$ cat config.mk
export PLATFORM = sky130hd
export DESIGN_NAME = ptpc_top
export DESIGN_NICKNAME = d
export VERILOG_FILES = /design/src/logic/ptpc_pkg.sv /design/src/logic/ptpc_edge.sv /design/src/logic/ptpc_top.sv
export SDC_FILE = /design/constraint.sdc
export NUM_CORES = 1
export LEC_CHECK = 0
export ABC_CLOCK_PERIOD_IN_PS = 5350
export BUFFER_PORTS_ARGS = -buffer_cell sky130_fd_sc_hd__buf_2
export CELL_PAD_IN_SITES_DETAIL_PLACEMENT = 1
export CELL_PAD_IN_SITES_GLOBAL_PLACEMENT = 2
export CORE_MARGIN = 4
export CORE_UTILIZATION = 34
export DETAILED_ROUTE_END_ITERATION = 7
export PLACE_DENSITY = 0.81
export REMOVE_ABC_BUFFERS = 1
export SLEW_MARGIN = 10
export SYNTH_ARGS = -nofsm -noshare
export SYNTH_HDL_FRONTEND = slang
export SYNTH_SLANG_ARGS = --single-unit
$ cat constraint.sdc
create_clock -name aclk -period 5.35 [get_ports aclk]
set_input_delay 0.8025 -clock aclk [delete_from_list [all_inputs] [get_ports aclk]]
set_output_delay 0.8025 -clock aclk [all_outputs]
set_load 0.03 [all_outputs]
$ cat src/logic/ptpc_pkg.sv
// Constants and types shared by the periodic timer pulse/capture block
package ptpc_pkg;
    localparam int AXI_AW = 8;
    localparam int AXI_DW = 32;
    localparam int STRB_W = 4;
    localparam int CNT_W = 10;
    localparam int PIN_N = 4;
    localparam int IRQ_W = 2;
    localparam int IRQ_A_BIT = 0;
    localparam int IRQ_P_BIT = 1;
    localparam int STAT_LANE = 0;
    localparam logic [CNT_W-1:0] CNT_MAX = 10'h3ff;
    localparam logic [CNT_W-1:0] CNT_STEP = 10'h001;
    localparam logic [CNT_W-1:0] CNT_ZERO = 10'h000;
    localparam logic [AXI_AW-1:0] OFS_CTRL = 8'h00;
    localparam logic [AXI_AW-1:0] OFS_COMPARE_A_VALUE = 8'h04;
    localparam logic [AXI_AW-1:0] OFS_PERIOD_COMPARE_VALUE = 8'h08;
    localparam logic [AXI_AW-1:0] OFS_COUNT = 8'h0c;
    localparam logic [AXI_AW-1:0] OFS_STATUS = 8'h10;
    localparam logic [AXI_AW-1:0] OFS_MASK = 8'h14;
    localparam logic [1:0] MODE_CAPTURE = 2'b01;
    localparam logic [1:0] MODE_PULSE = 2'b10;
    localparam logic [1:0] PA_PULSE = 2'b11;
    localparam logic [1:0] PA_RISE = 2'b00;
    localparam logic [1:0] PA_FALL = 2'b01;
    localparam logic [1:0] PA_BOTH = 2'b10;
    localparam logic [1:0] RESP_OKAY = 2'b00;
    localparam logic [1:0] RESP_SLVERR = 2'b10;
    localparam logic [CNT_W-1:0] COMPARE_A_VALUE_RST = 10'h000;
    localparam logic [CNT_W-1:0] PERIOD_COMPARE_VALUE_RST = 10'h000;
    localparam logic [CNT_W-1:0] CNT_RST = 10'h000;
    localparam logic [IRQ_W-1:0] STATUS_RST = 2'h0;
    localparam logic [IRQ_W-1:0] MASK_RST = 2'h0;

    typedef enum {REG_CTRL, REG_COMPARE_A_VALUE, REG_PERIOD_COMPARE_VALUE, REG_COUNT, REG_STATUS, REG_MASK, REG_NONE} ptpc_reg_t;

    typedef struct packed {
        logic cap_pin_sel;
        logic ext_pin_sel;
        logic counter_run_bit;
        logic output_polarity_invert;
        logic output_initial_level;
        logic capture_source_select;
        logic clear_source_select;
        logic pin_action_hi;
        logic pin_action_lo;
        logic mode_select_hi;
        logic mode_select_lo;
    } ptpc_ctrl_t;

    localparam ptpc_ctrl_t CTRL_RST = 11'h000;

    typedef struct packed {
        logic meta;
        logic stable;
        logic last;
    } ptpc_sync_t;

    typedef struct packed {
        logic aw_rdy;
        logic w_rdy;
        logic ar_rdy;
        logic aw_got;
        logic w_got;
        logic bvalid;
        logic [1:0] bresp;
        logic rvalid;
        logic [1:0] rresp;
        logic [AXI_DW-1:0] rdata;
        logic [AXI_AW-1:0] waddr;
        logic [AXI_DW-1:0] wdata;
        logic [STRB_W-1:0] wstrb;
    } ptpc_axi_t;

    typedef struct packed {
        ptpc_axi_t axi;
        ptpc_ctrl_t ctrl;
        logic [CNT_W-1:0] compare_a_value;
        logic [CNT_W-1:0] period_compare_value;
        logic [CNT_W-1:0] cnt;
        logic [IRQ_W-1:0] status;
        logic [IRQ_W-1:0] mask;
        logic irq;
        logic tm_out;
        logic tm_oe;
    } ptpc_state_t;
endpackage : ptpc_pkg

$ cat src/logic/ptpc_edge.sv
// Pin synchroniser with rising and falling edge pulses
`timescale 1ns/10ps
`default_nettype none
module ptpc_edge
(
    // Clock and reset
    input wire logic aclk,
    input wire logic aresetn,
    // Asynchronous pin
    input wire logic pin_in,
    // Edge pulses, one cycle each
    output logic rise,
    output logic fall
);
    import ptpc_pkg::*;

    ptpc_sync_t sync_ff;
    ptpc_sync_t nxt_sync;

    // The meta stage feeds only the stable stage
    always_comb
    begin
        nxt_sync.meta = pin_in;
        nxt_sync.stable = sync_ff.meta;
        nxt_sync.last = sync_ff.stable;
    end

    always_ff @(posedge aclk)
    begin
        if (!aresetn)
            sync_ff <= '0;
        else
            sync_ff <= nxt_sync;
    end

    assign rise = sync_ff.stable & ~sync_ff.last;
    assign fall = ~sync_ff.stable & sync_ff.last;
endmodule : ptpc_edge
`default_nettype wire

$ cat src/logic/ptpc_top.sv
// Periodic timer single-pulse and capture modes behind an AXI4-Lite slave
`timescale 1ns/10ps
`default_nettype none
module ptpc_top
(
    // Clock and reset
    input wire logic aclk,
    input wire logic aresetn,
    // AXI4-Lite write address
    input wire logic [ptpc_pkg::AXI_AW-1:0] s_axi_awaddr,
    input wire logic [2:0] s_axi_awprot,
    input wire logic s_axi_awvalid,
    output logic s_axi_awready,
    // AXI4-Lite write data
    input wire logic [ptpc_pkg::AXI_DW-1:0] s_axi_wdata,
    input wire logic [ptpc_pkg::STRB_W-1:0] s_axi_wstrb,
    input wire logic s_axi_wvalid,
    output logic s_axi_wready,
    // AXI4-Lite write response
    output logic [1:0] s_axi_bresp,
    output logic s_axi_bvalid,
    input wire logic s_axi_bready,
    // AXI4-Lite read address
    input wire logic [ptpc_pkg::AXI_AW-1:0] s_axi_araddr,
    input wire logic [2:0] s_axi_arprot,
    input wire logic s_axi_arvalid,
    output logic s_axi_arready,
    // AXI4-Lite read data
    output logic [ptpc_pkg::AXI_DW-1:0] s_axi_rdata,
    output logic [1:0] s_axi_rresp,
    output logic s_axi_rvalid,
    input wire logic s_axi_rready,
    // Timer pins
    input wire logic ext_clock_pin_a,
    input wire logic ext_clock_pin_b,
    input wire logic capture_pin_a,
    input wire logic capture_pin_b,
    output logic tm_out,
    output logic tm_oe,
    // Interrupt
    output logic irq
);
    import ptpc_pkg::*;

    ptpc_state_t st_ff;
    ptpc_state_t nxt_st;

    logic [PIN_N-1:0] pin_raw;
    logic [PIN_N-1:0] pin_rise;
    logic [PIN_N-1:0] pin_fall;
    logic aw_hs;
    logic w_hs;
    logic b_hs;
    logic ar_hs;
    logic r_hs;
    logic do_write;
    ptpc_reg_t wsel;
    ptpc_reg_t rsel;
    logic [AXI_DW-1:0] wmerged;
    logic [1:0] cur_action;
    logic pulse_mode;
    logic capture_mode;
    logic ext_edge;
    logic [1:0] cap_idx;
    logic cap_trig;
    logic match_a;
    logic period_hit;

    function automatic ptpc_reg_t decode(input logic [AXI_AW-1:0] addr);
        ptpc_reg_t r;
        case (addr)
            OFS_CTRL: r = REG_CTRL;
            OFS_COMPARE_A_VALUE: r = REG_COMPARE_A_VALUE;
            OFS_PERIOD_COMPARE_VALUE: r = REG_PERIOD_COMPARE_VALUE;
            OFS_COUNT: r = REG_COUNT;
            OFS_STATUS: r = REG_STATUS;
            OFS_MASK: r = REG_MASK;
            default: r = REG_NONE;
        endcase
        return r;
    endfunction : decode

    // Readback also serves as the base for strobed writes
    function automatic logic [AXI_DW-1:0] reg_value(input ptpc_reg_t r, input ptpc_state_t s);
        logic [AXI_DW-1:0] v;
        case (r)
            REG_CTRL: v = AXI_DW'(s.ctrl);
            REG_COMPARE_A_VALUE: v = AXI_DW'(s.compare_a_value);
            REG_PERIOD_COMPARE_VALUE: v = AXI_DW'(s.period_compare_value);
            REG_COUNT: v = AXI_DW'(s.cnt);
            REG_STATUS: v = AXI_DW'(s.status);
            REG_MASK: v = AXI_DW'(s.mask);
            default: v = '0;
        endcase
        return v;
    endfunction : reg_value

    function automatic logic [AXI_DW-1:0] lane_merge(
        input logic [AXI_DW-1:0] old,
        input logic [AXI_DW-1:0] data,
        input logic [STRB_W-1:0] strb
    );
        logic [AXI_DW-1:0] v;
        v = old;
        for (int i = 0; i < STRB_W; i++)
        begin
            if (strb[i])
                v[i*8 +: 8] = data[i*8 +: 8];
        end
        return v;
    endfunction : lane_merge

    function automatic logic edge_hit(input logic r, input logic f, input logic [1:0] action);
        logic hit;
        case (action)
            PA_RISE: hit = r;
            PA_FALL: hit = f;
            PA_BOTH: hit = r | f;
            default: hit = 1'b0;
        endcase
        return hit;
    endfunction : edge_hit

    // The live mode and the mode being written share one decode
    function automatic logic pulse_decode(input ptpc_ctrl_t c);
        logic [1:0] m;
        logic [1:0] a;
        m = {c.mode_select_hi, c.mode_select_lo};
        a = {c.pin_action_hi, c.pin_action_lo};
        // Pulse mode needs the pin action pair held at 11 by software
        return (m == MODE_PULSE) && (a == PA_PULSE);
    endfunction : pulse_decode

    function automatic logic capture_decode(input ptpc_ctrl_t c);
        logic [1:0] m;
        m = {c.mode_select_hi, c.mode_select_lo};
        return m == MODE_CAPTURE;
    endfunction : capture_decode

    // Polarity and initial level only matter while the pin is driven
    function automatic logic pulse_level(input ptpc_ctrl_t c, input logic run);
        logic v;
        v = (run ^ c.output_initial_level) ^ c.output_polarity_invert;
        return v;
    endfunction : pulse_level

    // Pins are sampled whatever their direction, so a driven edge counts too
    assign pin_raw = {capture_pin_b, capture_pin_a, ext_clock_pin_b, ext_clock_pin_a};

    genvar gi;
    generate
        for (gi = 0; gi < PIN_N; gi++)
        begin : g_pin
            ptpc_edge u_edge
            (
                .aclk(aclk),
                .aresetn(aresetn),
                .pin_in(pin_raw[gi]),
                .rise(pin_rise[gi]),
                .fall(pin_fall[gi])
            );
        end
    endgenerate

    assign aw_hs = s_axi_awvalid & st_ff.axi.aw_rdy;
    assign w_hs = s_axi_wvalid & st_ff.axi.w_rdy;
    assign b_hs = st_ff.axi.bvalid & s_axi_bready;
    assign ar_hs = s_axi_arvalid & st_ff.axi.ar_rdy;
    assign r_hs = st_ff.axi.rvalid & s_axi_rready;
    // The response waits until both halves of a write are in
    assign do_write = st_ff.axi.aw_got & st_ff.axi.w_got & ~st_ff.axi.bvalid;
    assign wsel = decode(st_ff.axi.waddr);
    assign rsel = decode(s_axi_araddr);
    assign wmerged = lane_merge(reg_value(wsel, st_ff), st_ff.axi.wdata, st_ff.axi.wstrb);

    assign cur_action = {st_ff.ctrl.pin_action_hi, st_ff.ctrl.pin_action_lo};
    assign pulse_mode = pulse_decode(st_ff.ctrl);
    assign capture_mode = capture_decode(st_ff.ctrl);
    // Only a rising edge of the chosen clock pin triggers a pulse
    assign ext_edge = st_ff.ctrl.ext_pin_sel ? pin_rise[1] : pin_rise[0];
    // Capture pins sit at 2 and 3, external clock pins at 0 and 1
    assign cap_idx = {~st_ff.ctrl.capture_source_select, st_ff.ctrl.cap_pin_sel};
    assign cap_trig = edge_hit(pin_rise[cap_idx], pin_fall[cap_idx], cur_action);
    // Match needs the run bit, so a stopped counter cannot fire again
    assign match_a = st_ff.ctrl.counter_run_bit && (st_ff.cnt == st_ff.compare_a_value);
    // A zero period lets the counter run to its top value
    assign period_hit = (st_ff.period_compare_value == CNT_ZERO) ? (st_ff.cnt == CNT_MAX)
                                                 : (st_ff.cnt == st_ff.period_compare_value);

    always_comb
    begin
        logic run_old;
        logic run_new;
        logic pulse_new;
        logic [IRQ_W-1:0] ev;
        logic [IRQ_W-1:0] clr;
        run_old = 1'b0;
        run_new = 1'b0;
        pulse_new = 1'b0;
        ev = '0;
        clr = '0;
        nxt_st = st_ff;

        // Write channels are taken independently, then committed together
        if (aw_hs)
        begin
            nxt_st.axi.aw_got = 1'b1;
            nxt_st.axi.waddr = s_axi_awaddr;
        end
        if (w_hs)
        begin
            nxt_st.axi.w_got = 1'b1;
            nxt_st.axi.wdata = s_axi_wdata;
            nxt_st.axi.wstrb = s_axi_wstrb;
        end
        if (do_write)
        begin
            nxt_st.axi.aw_got = 1'b0;
            nxt_st.axi.w_got = 1'b0;
            nxt_st.axi.bvalid = 1'b1;
            nxt_st.axi.bresp = (wsel == REG_NONE) ? RESP_SLVERR : RESP_OKAY;
            case (wsel)
                REG_CTRL: nxt_st.ctrl = ptpc_ctrl_t'(wmerged[$bits(ptpc_ctrl_t)-1:0]);
                REG_COMPARE_A_VALUE: nxt_st.compare_a_value = wmerged[CNT_W-1:0];
                REG_PERIOD_COMPARE_VALUE: nxt_st.period_compare_value = wmerged[CNT_W-1:0];
                REG_STATUS: clr = st_ff.axi.wdata[IRQ_W-1:0] & {IRQ_W{st_ff.axi.wstrb[STAT_LANE]}};
                REG_MASK: nxt_st.mask = wmerged[IRQ_W-1:0];
                default: clr = '0;
            endcase
        end
        if (b_hs)
            nxt_st.axi.bvalid = 1'b0;

        if (ar_hs)
        begin
            nxt_st.axi.rvalid = 1'b1;
            nxt_st.axi.rdata = reg_value(rsel, st_ff);
            nxt_st.axi.rresp = (rsel == REG_NONE) ? RESP_SLVERR : RESP_OKAY;
        end
        if (r_hs)
            nxt_st.axi.rvalid = 1'b0;

        // Timer core; hardware set of the run bit wins over a software clear
        run_old = st_ff.ctrl.counter_run_bit;
        run_new = nxt_st.ctrl.counter_run_bit;
        if (pulse_mode && ext_edge)
            run_new = 1'b1;
        if (pulse_mode && match_a)
        begin
            run_new = 1'b0;
            ev[IRQ_A_BIT] = 1'b1;
        end
        nxt_st.ctrl.counter_run_bit = run_new;

        if (!run_old && run_new)
            nxt_st.cnt = CNT_ZERO;
        else if (run_old && run_new && capture_mode)
        begin
            // Counting goes on regardless of pin activity
            if (period_hit)
            begin
                nxt_st.cnt = CNT_ZERO;
                ev[IRQ_P_BIT] = 1'b1;
            end
            else
                nxt_st.cnt = st_ff.cnt + CNT_STEP;
        end
        else if (run_old && run_new && pulse_mode)
            nxt_st.cnt = st_ff.cnt + CNT_STEP;

        // Capture overrides a software write to compare A in the same cycle
        if (capture_mode && cap_trig)
        begin
            nxt_st.compare_a_value = st_ff.cnt;
            ev[IRQ_A_BIT] = 1'b1;
        end

        nxt_st.status = (st_ff.status & ~clr) | ev;
        nxt_st.irq = |(nxt_st.status & nxt_st.mask);

        // Pin driven only in pulse mode; falling run bit is the trailing edge
        // Decoding the written mode lets enable and level move on the write edge
        pulse_new = pulse_decode(nxt_st.ctrl);
        nxt_st.tm_oe = pulse_new;
        if (pulse_new)
            nxt_st.tm_out = pulse_level(nxt_st.ctrl, run_new);
        else
            nxt_st.tm_out = 1'b0;

        nxt_st.axi.aw_rdy = ~nxt_st.axi.aw_got & ~nxt_st.axi.bvalid;
        nxt_st.axi.w_rdy = ~nxt_st.axi.w_got & ~nxt_st.axi.bvalid;
        nxt_st.axi.ar_rdy = ~nxt_st.axi.rvalid;
    end

    always_ff @(posedge aclk)
    begin
        if (!aresetn)
        begin
            st_ff <= '0;
            st_ff.ctrl <= CTRL_RST;
            st_ff.compare_a_value <= COMPARE_A_VALUE_RST;
            st_ff.period_compare_value <= PERIOD_COMPARE_VALUE_RST;
            st_ff.cnt <= CNT_RST;
            st_ff.status <= STATUS_RST;
            st_ff.mask <= MASK_RST;
        end
        else
            st_ff <= nxt_st;
    end

    assign s_axi_awready = st_ff.axi.aw_rdy;
    assign s_axi_wready = st_ff.axi.w_rdy;
    assign s_axi_bvalid = st_ff.axi.bvalid;
    assign s_axi_bresp = st_ff.axi.bresp;
    assign s_axi_arready = st_ff.axi.ar_rdy;
    assign s_axi_rvalid = st_ff.axi.rvalid;
    assign s_axi_rdata = st_ff.axi.rdata;
    assign s_axi_rresp = st_ff.axi.rresp;
    assign tm_out = st_ff.tm_out;
    assign tm_oe = st_ff.tm_oe;
    assign irq = st_ff.irq;
endmodule : ptpc_top
`default_nettype wire

After elaboration in Yosys (flattened, before gate mapping)
Cells that the tools add are included.
- bits of input ports: 69
- latch bits: 0
- output and inout port bits: 44
- bits in read-only memories: 0
- logic and storage cells: 185
- flip-flop bits (word level): 124
- memories: 0
- bits in writable memories: 0
- divide/modulo/power cells: 0
- reduce and logical (&&, ||, !) cells: 28
- bitwise gates (word level): 40
- $lt $le $gt $ge: 1
- add/subtract/negate cells: 1
- muxes and demuxes: 40
- equal/unequal tests: 31
- shifts and indexed selects: 0
- $mul: 0
- operators with widths (kind ; number):
    $eq 32x3->1 const B ; 4
    $eq 32x2->1 const B ; 3
    $pmux 11 s6 ; 1
    $eq 32x1->1 const B ; 2
    $eq 32x4->1 const B ; 2
    $logic_not 32->1 ; 2
    $mux 10 ; 6
    $pmux 3 s6 ; 2
    $mux 35 ; 1
    $pmux 11 s3 ; 1
    $eq 8x4->1 const B ; 4
    $eq 8x5->1 const B ; 4
    $mux 29 ; 1
    $eq 10x10->1 ; 2
    $and 1x1->1 ; 17
    $eq 8x3->1 const B ; 2
    $logic_not 8->1 ; 2
    $mux 1 ; 15
    $not 1->1 ; 15
    $mux 2 ; 6
    $add 10x1->10 const B ; 1
    $eq 10x10->1 const B ; 1
    $eq 2x2->1 const B ; 5
    $logic_and 1x1->1 ; 10
    other kinds (21) ; 32

Longest topological paths before layout
- depth after elaboration: 16
- gate-level depth with buffers: 11
- gate-level depth less buffers: 9

By module
A second synthesis with hierarchy kept.
- cells, all modules: 665
- area, all modules: 5432.7 µm²
- modules (own cells, without submodules) (module ; cells an instance ; sequential area each (µm²) ; area each (µm²) ; instances):
    ptpc_top ; 633 ; 1781.7 ; 5067.4 ; 1
    ptpc_edge ; 8 ; 60.1 ; 91.3 ; 4

Worst setup path after synthesis
OpenSTA, ideal clock, no wires.
- kind: register -> register
- start point: register st_ff[88] (netlist bit)
- end point: register st_ff[16] (netlist bit)
- stages on the path, launching flop included: 11
- period minus slack after synthesis: 2873 ps
- setup time: 69 ps
- buffers on the path: 4
- slack: 2477 ps
- arrival time: 2804 ps
- required time: 5281 ps
- path through: dfxtp_1 -> buf_6 -> or4_4 -> buf_6 -> or4_4 -> buf_6 -> o31a_1 -> buf_6 -> or2_4 -> or4_4 -> a21oi_2
- word-level cells in the longest chain between the ends: 12
- elaborated cells on any way between the ends: 24
- those cells by class: eq/ne (8); mux (8); reduce/logical (8)
- ends and longest elaborated chain (item ; RTL line ; text):
    start: declaration ; ptpc_top.sv:45 ; ptpc_state_t st_ff;
    start signal: assignment ; ptpc_top.sv:308 ; st_ff <= nxt_st;
    $eq 8x5->1 (tied with other cells) ; ptpc_top.sv:71 ; case (addr)
    $pmux 3 s6 * ; ptpc_top.sv:71 ;
    $eq 32x3->1 (tied with other cells) ; ptpc_top.sv:86 ; case (r)
    $pmux 11 s3 ; ptpc_top.sv:86 ;
    $mux 3 ; ptpc_top.sv:107 ; if (strb[i])
    $mux 9 * ; ptpc_top.sv:222 ; case (wsel)
    $mux 29 * ; ptpc_top.sv:216 ; if (do_write)
    $mux 1 * ; ptpc_top.sv:246 ; if (pulse_mode && ext_edge)
    $mux 1 * ; ptpc_top.sv:248 ; if (pulse_mode && match_a)
    $logic_and 1x1->1 ; ptpc_top.sv:257, ptpc_top.sv:268 ;
    $logic_and 1x1->1 (on tied branches) ; ptpc_top.sv:257, ptpc_top.sv:268 ;
    $mux 10 or $reduce_bool 2->1 (tied branches) ; n/a ;
Mark *: on every way between the ends. The rest lies on a longest branch, timed or not. The select of a mux whose other input is x is not followed.
A chain may end at the register's enable or synchronous reset.

Worst setup path after layout
- start point: register st_ff[20] (netlist bit)
- end point: register st_ff[14] (netlist bit)
- word-level cells in the longest chain between the ends: 4
- elaborated cells on any way between the ends: 5
- those cells by class: eq/ne (1); mux (3); reduce/logical (1)
- ends and longest elaborated chain (item ; RTL line ; text):
    $eq 10x10->1 or $logic_not 10->1 (tied branches) ; ptpc_top.sv:188, ptpc_top.sv:187 ;
    $mux 1 * ; ptpc_top.sv:187 ; assign period_hit = (st_ff.period_compare_value == CNT_ZERO) ? (st_ff.cnt == CNT_MAX)
    $mux 10 * ; ptpc_top.sv:260 ; if (period_hit)
    $mux 10 * ; ptpc_top.sv:257 ; else if (run_old && run_new && capture_mode)
Mark *: on every way between the ends. The rest lies on a longest branch, timed or not.

==> results.py <==
metrics = {
    "synth": {
        "yosysTopAreaCellShare": 0.385,
        "avgSynthCellArea_um2": 8.10,
        "ys_ff_latch": 101,
        "synth_cells": 649,
        "ys_warn_count": 0,
        "yosys-top-cells-area": "dfxtp_1 38%, nand2_1 6.9%, a21oi_1 5.6%",
        "ys_seq_area_frac": 0.385,
        "synth_edf_count": 0,
        "synth.most_common_cell": "dfxtp_1",
        "syn_area_um2": 5260,
        "synth_ff_type": "dfxtp_1",
        "synth_cell_types": 62,
        "async_reset_ff_frac": 0,
        "synth.largest_area_cell": "dfxtp_1",
        "synthTopCellsByCount": "101 x dfxtp_1, 96 x nand2_1, 59 x a21oi_1, 52 x nor2_1, 36 x buf_4",
    },
    "cts": {
        "cts_max_path_buffers": 2,
        "htree_num_levels": 3,
        "root_buffer": "clkbuf_16",
        "clkLatencyLatePin_ps": 360,
        "clk_pin_slew_ps": 70,
        "cts_buffers": 9,
        "post_cts_resized": 0,
        "cts_setup_buffers": 0,
        "cts.sinks": 101,
        "ctsHoldBuffers": 0,
        "cts_tree": "built",
    },
    "timing": {
        "post-route-period-util": 0.618,
        "hold_viol": 0,
        "fin_crit_ps": 3310,
        "slew_headroom": 0.227,
        "drv_slew": 0,
        "tightest_slew_ps": 1160,
        "fin_worst_skew_ps": 10.6,
        "finalWorstSetupSlack_ps": 2040,
        "rsz0062_at_grt": "false",
        "fin_tns_setup_ps": 0,
        "setup_violations": 0,
        "clock.fmax_mhz": 302,
    },
    "detailed_routing": {
        "wl_per_cell_um": 18.7,
        "drt-initial-drc-count": 278,
        "post-route-drc-count": 0,
        "wl_um": 16200,
        "drtPass1Iterations": 5,
        "via_per_inst": 5.46,
        "ant_nets": 0,
        "vias": 4722,
    },
    "place": {
        "pre_cts_slack_ps": 1900,
        "dpl_cell_area_um2": 5480,
        "gp_congestion": 0.874,
        "place.port_buffers": 60,
        "dp_hpwl_um": 11900,
        "dpl.cell_count": 849,
    },
    "die": {
        "design.die.area_um2": 17500,
        "initial_core_util": 0.346,
        "die_w_um": 132,
        "ioPinCount": 113,
        "rows": 45,
        "core_area_um2": 15200,
        "die_y_um": 132,
    },
    "setup_path": {
        "end_kind": "register",
        "crit_chain": "or4_1 > nor4_1 > o211ai_1 > a22oi_1 > a41oi_1 > o21ai_1 > nor2_1",
        "criticalPathCategory": "reg2reg",
        "start_kind": "register",
        "critPathSlowestCell": "nor4_1",
        "path_max_fanout": 8,
        "critPathMaxStageDelay_ps": 860,
        "worstPathRequired_ps": 5570,
        "cp.arrival_ps": 3520,
    },
    "power": {
        "power.share.switching": 0.263,
        "seq_power_share": 0.492,
        "ir_worst_vdd_mv": 0.155,
        "p_sw_uw": 419,
        "internal_power_mw": 1.17,
        "combPwrFrac": 0.083,
        "clkPwrFrac": 0.425,
        "p_leak_nw": 2.18,
        "powerDensity_nw_per_um2": 276,
    },
    "grt": {
        "grt_overflow": 0,
        "grt_start_max_net_pins": 31,
        "grtUsageTotal": 0.185,
        "antenna_found_initial": 0,
        "grt_pass1_wl_um": 26000,
        "grt_pass1_vias": 4776,
    },
    "flow_run": {
        "maxCapViolCount": 0,
    },
    "worst_hold_path": {
        "worstHoldPathType": "reg2reg",
    },
    "run_status": {
        "status": "complete, no violations",
    },
    "layout": {
        "syn2layout_area_growth_pct": 10.0,
        "instances_no_fill": 865,
        "nets": 743,
        "finish.instance_area_um2": 5780,
        "diodes": 0,
        "drive_gt1_frac": 0.154,
    },
}
## kinds of logic after synthesis
kind of cell,synth area share
buffers and inverters,0.0966
other,0.000713
AOI/OAI and AO/OA,0.194
muxes,0.0431
xor gates and xnor gates,0.0466
and+or+nand+nor,0.230
adders and majority gates,0.00476
DFF,0.385
## metal layers
layer  global-route usage  wire length (um)
met5                    0                 0
met4               0.0664               285
met3               0.0317               741
met2                0.307              7820
met1                0.242              7330
## cells in the final DEF (no fill, tap or decap), drive strengths merged, types with 4 or more instances in the layout
master and count:
a211oi 6, a21oi 60, a221oi 8, a222oi 8
a22o 11, a22oi 8, and2 17, and3 5
buf 67, clkbuf 10, conb 23, dfxtp 101
inv 15, mux2 5, mux2i 17, nand2 96
nand2b 5, nand3 8, nand3b 4, nand4 9
nor2 52, nor3 24, nor4 5, o21ai 27
or4 7, xnor2 22, xor2 6
## per-stage QoR
stage	utilization	power, mW	hold slack (ps)
6_report	0.380	1.59	435
4_1_cts	0.380	1.60	441
5_1_grt	0.380	1.65	445
2_1_floorplan	-	0.882	412
3_5_place_dp	0.360	0.933	424
3_3_place_gp	0.360	0.929	417
## registers in the layout (all words and copies together), names as in the netlist
signal	cells
s_axi_rvalid	1
tm_oe	1
cap_idx	1
tm_out	1
st_ff	65
s_axi_awready	1
s_axi_bvalid	1
irq	1
g_pin.u_edge.nxt_sync	8
cur_action	2
s_axi_arready	1
g_pin.u_edge.sync_ff	4
s_axi_rdata	11
s_axi_wready	1
s_axi_bresp	1
s_axi_rresp	1
## area by class of cell
class,instances,area [um2]
clock inverter,6,71.3
tap,188,235
clock buffer,10,229
sequential,101,2020
fill,1869,9420
timing repair buffer,67,353
multi-input combinational,479,2820
inverter,14,52.6
## worst paths after layout
path	startpoint	end	slack [ps]	depth (start not counted)
worst min-delay path	g_pin[2].u_edge.nxt_sync[1]	g_pin[2].u_edge.nxt_sync[0]	440	1
worst max-delay path	st_ff[20]	st_ff[14]	2040	7
worst max register to register	st_ff[20]	st_ff[14]	2040	7
worst min register to register	g_pin[2].u_edge.nxt_sync[1]	g_pin[2].u_edge.nxt_sync[0]	440	1
## power by group through the flow
| stage | sequential (mW) | clock [mW] | combinational, mW |
|---|---|---|---|
| floorplan | 0.803 | 0 | 0.0792 |
| global placement | 0.800 | 0 | 0.128 |
| detailed placement | 0.802 | 0 | 0.131 |
| CTS | 0.784 | 0.687 | 0.132 |
| global route | 0.786 | 0.722 | 0.145 |
| finish | 0.784 | 0.678 | 0.132 |
## critical path: cells and delay by family, from the launching register on
kind               cells  cell delay (ps)
and+or+nand+nor        3             1520
AOI/OAI and AO/OA      4             1250
DFF                    1              400
(Power assumes the default switching activity.)
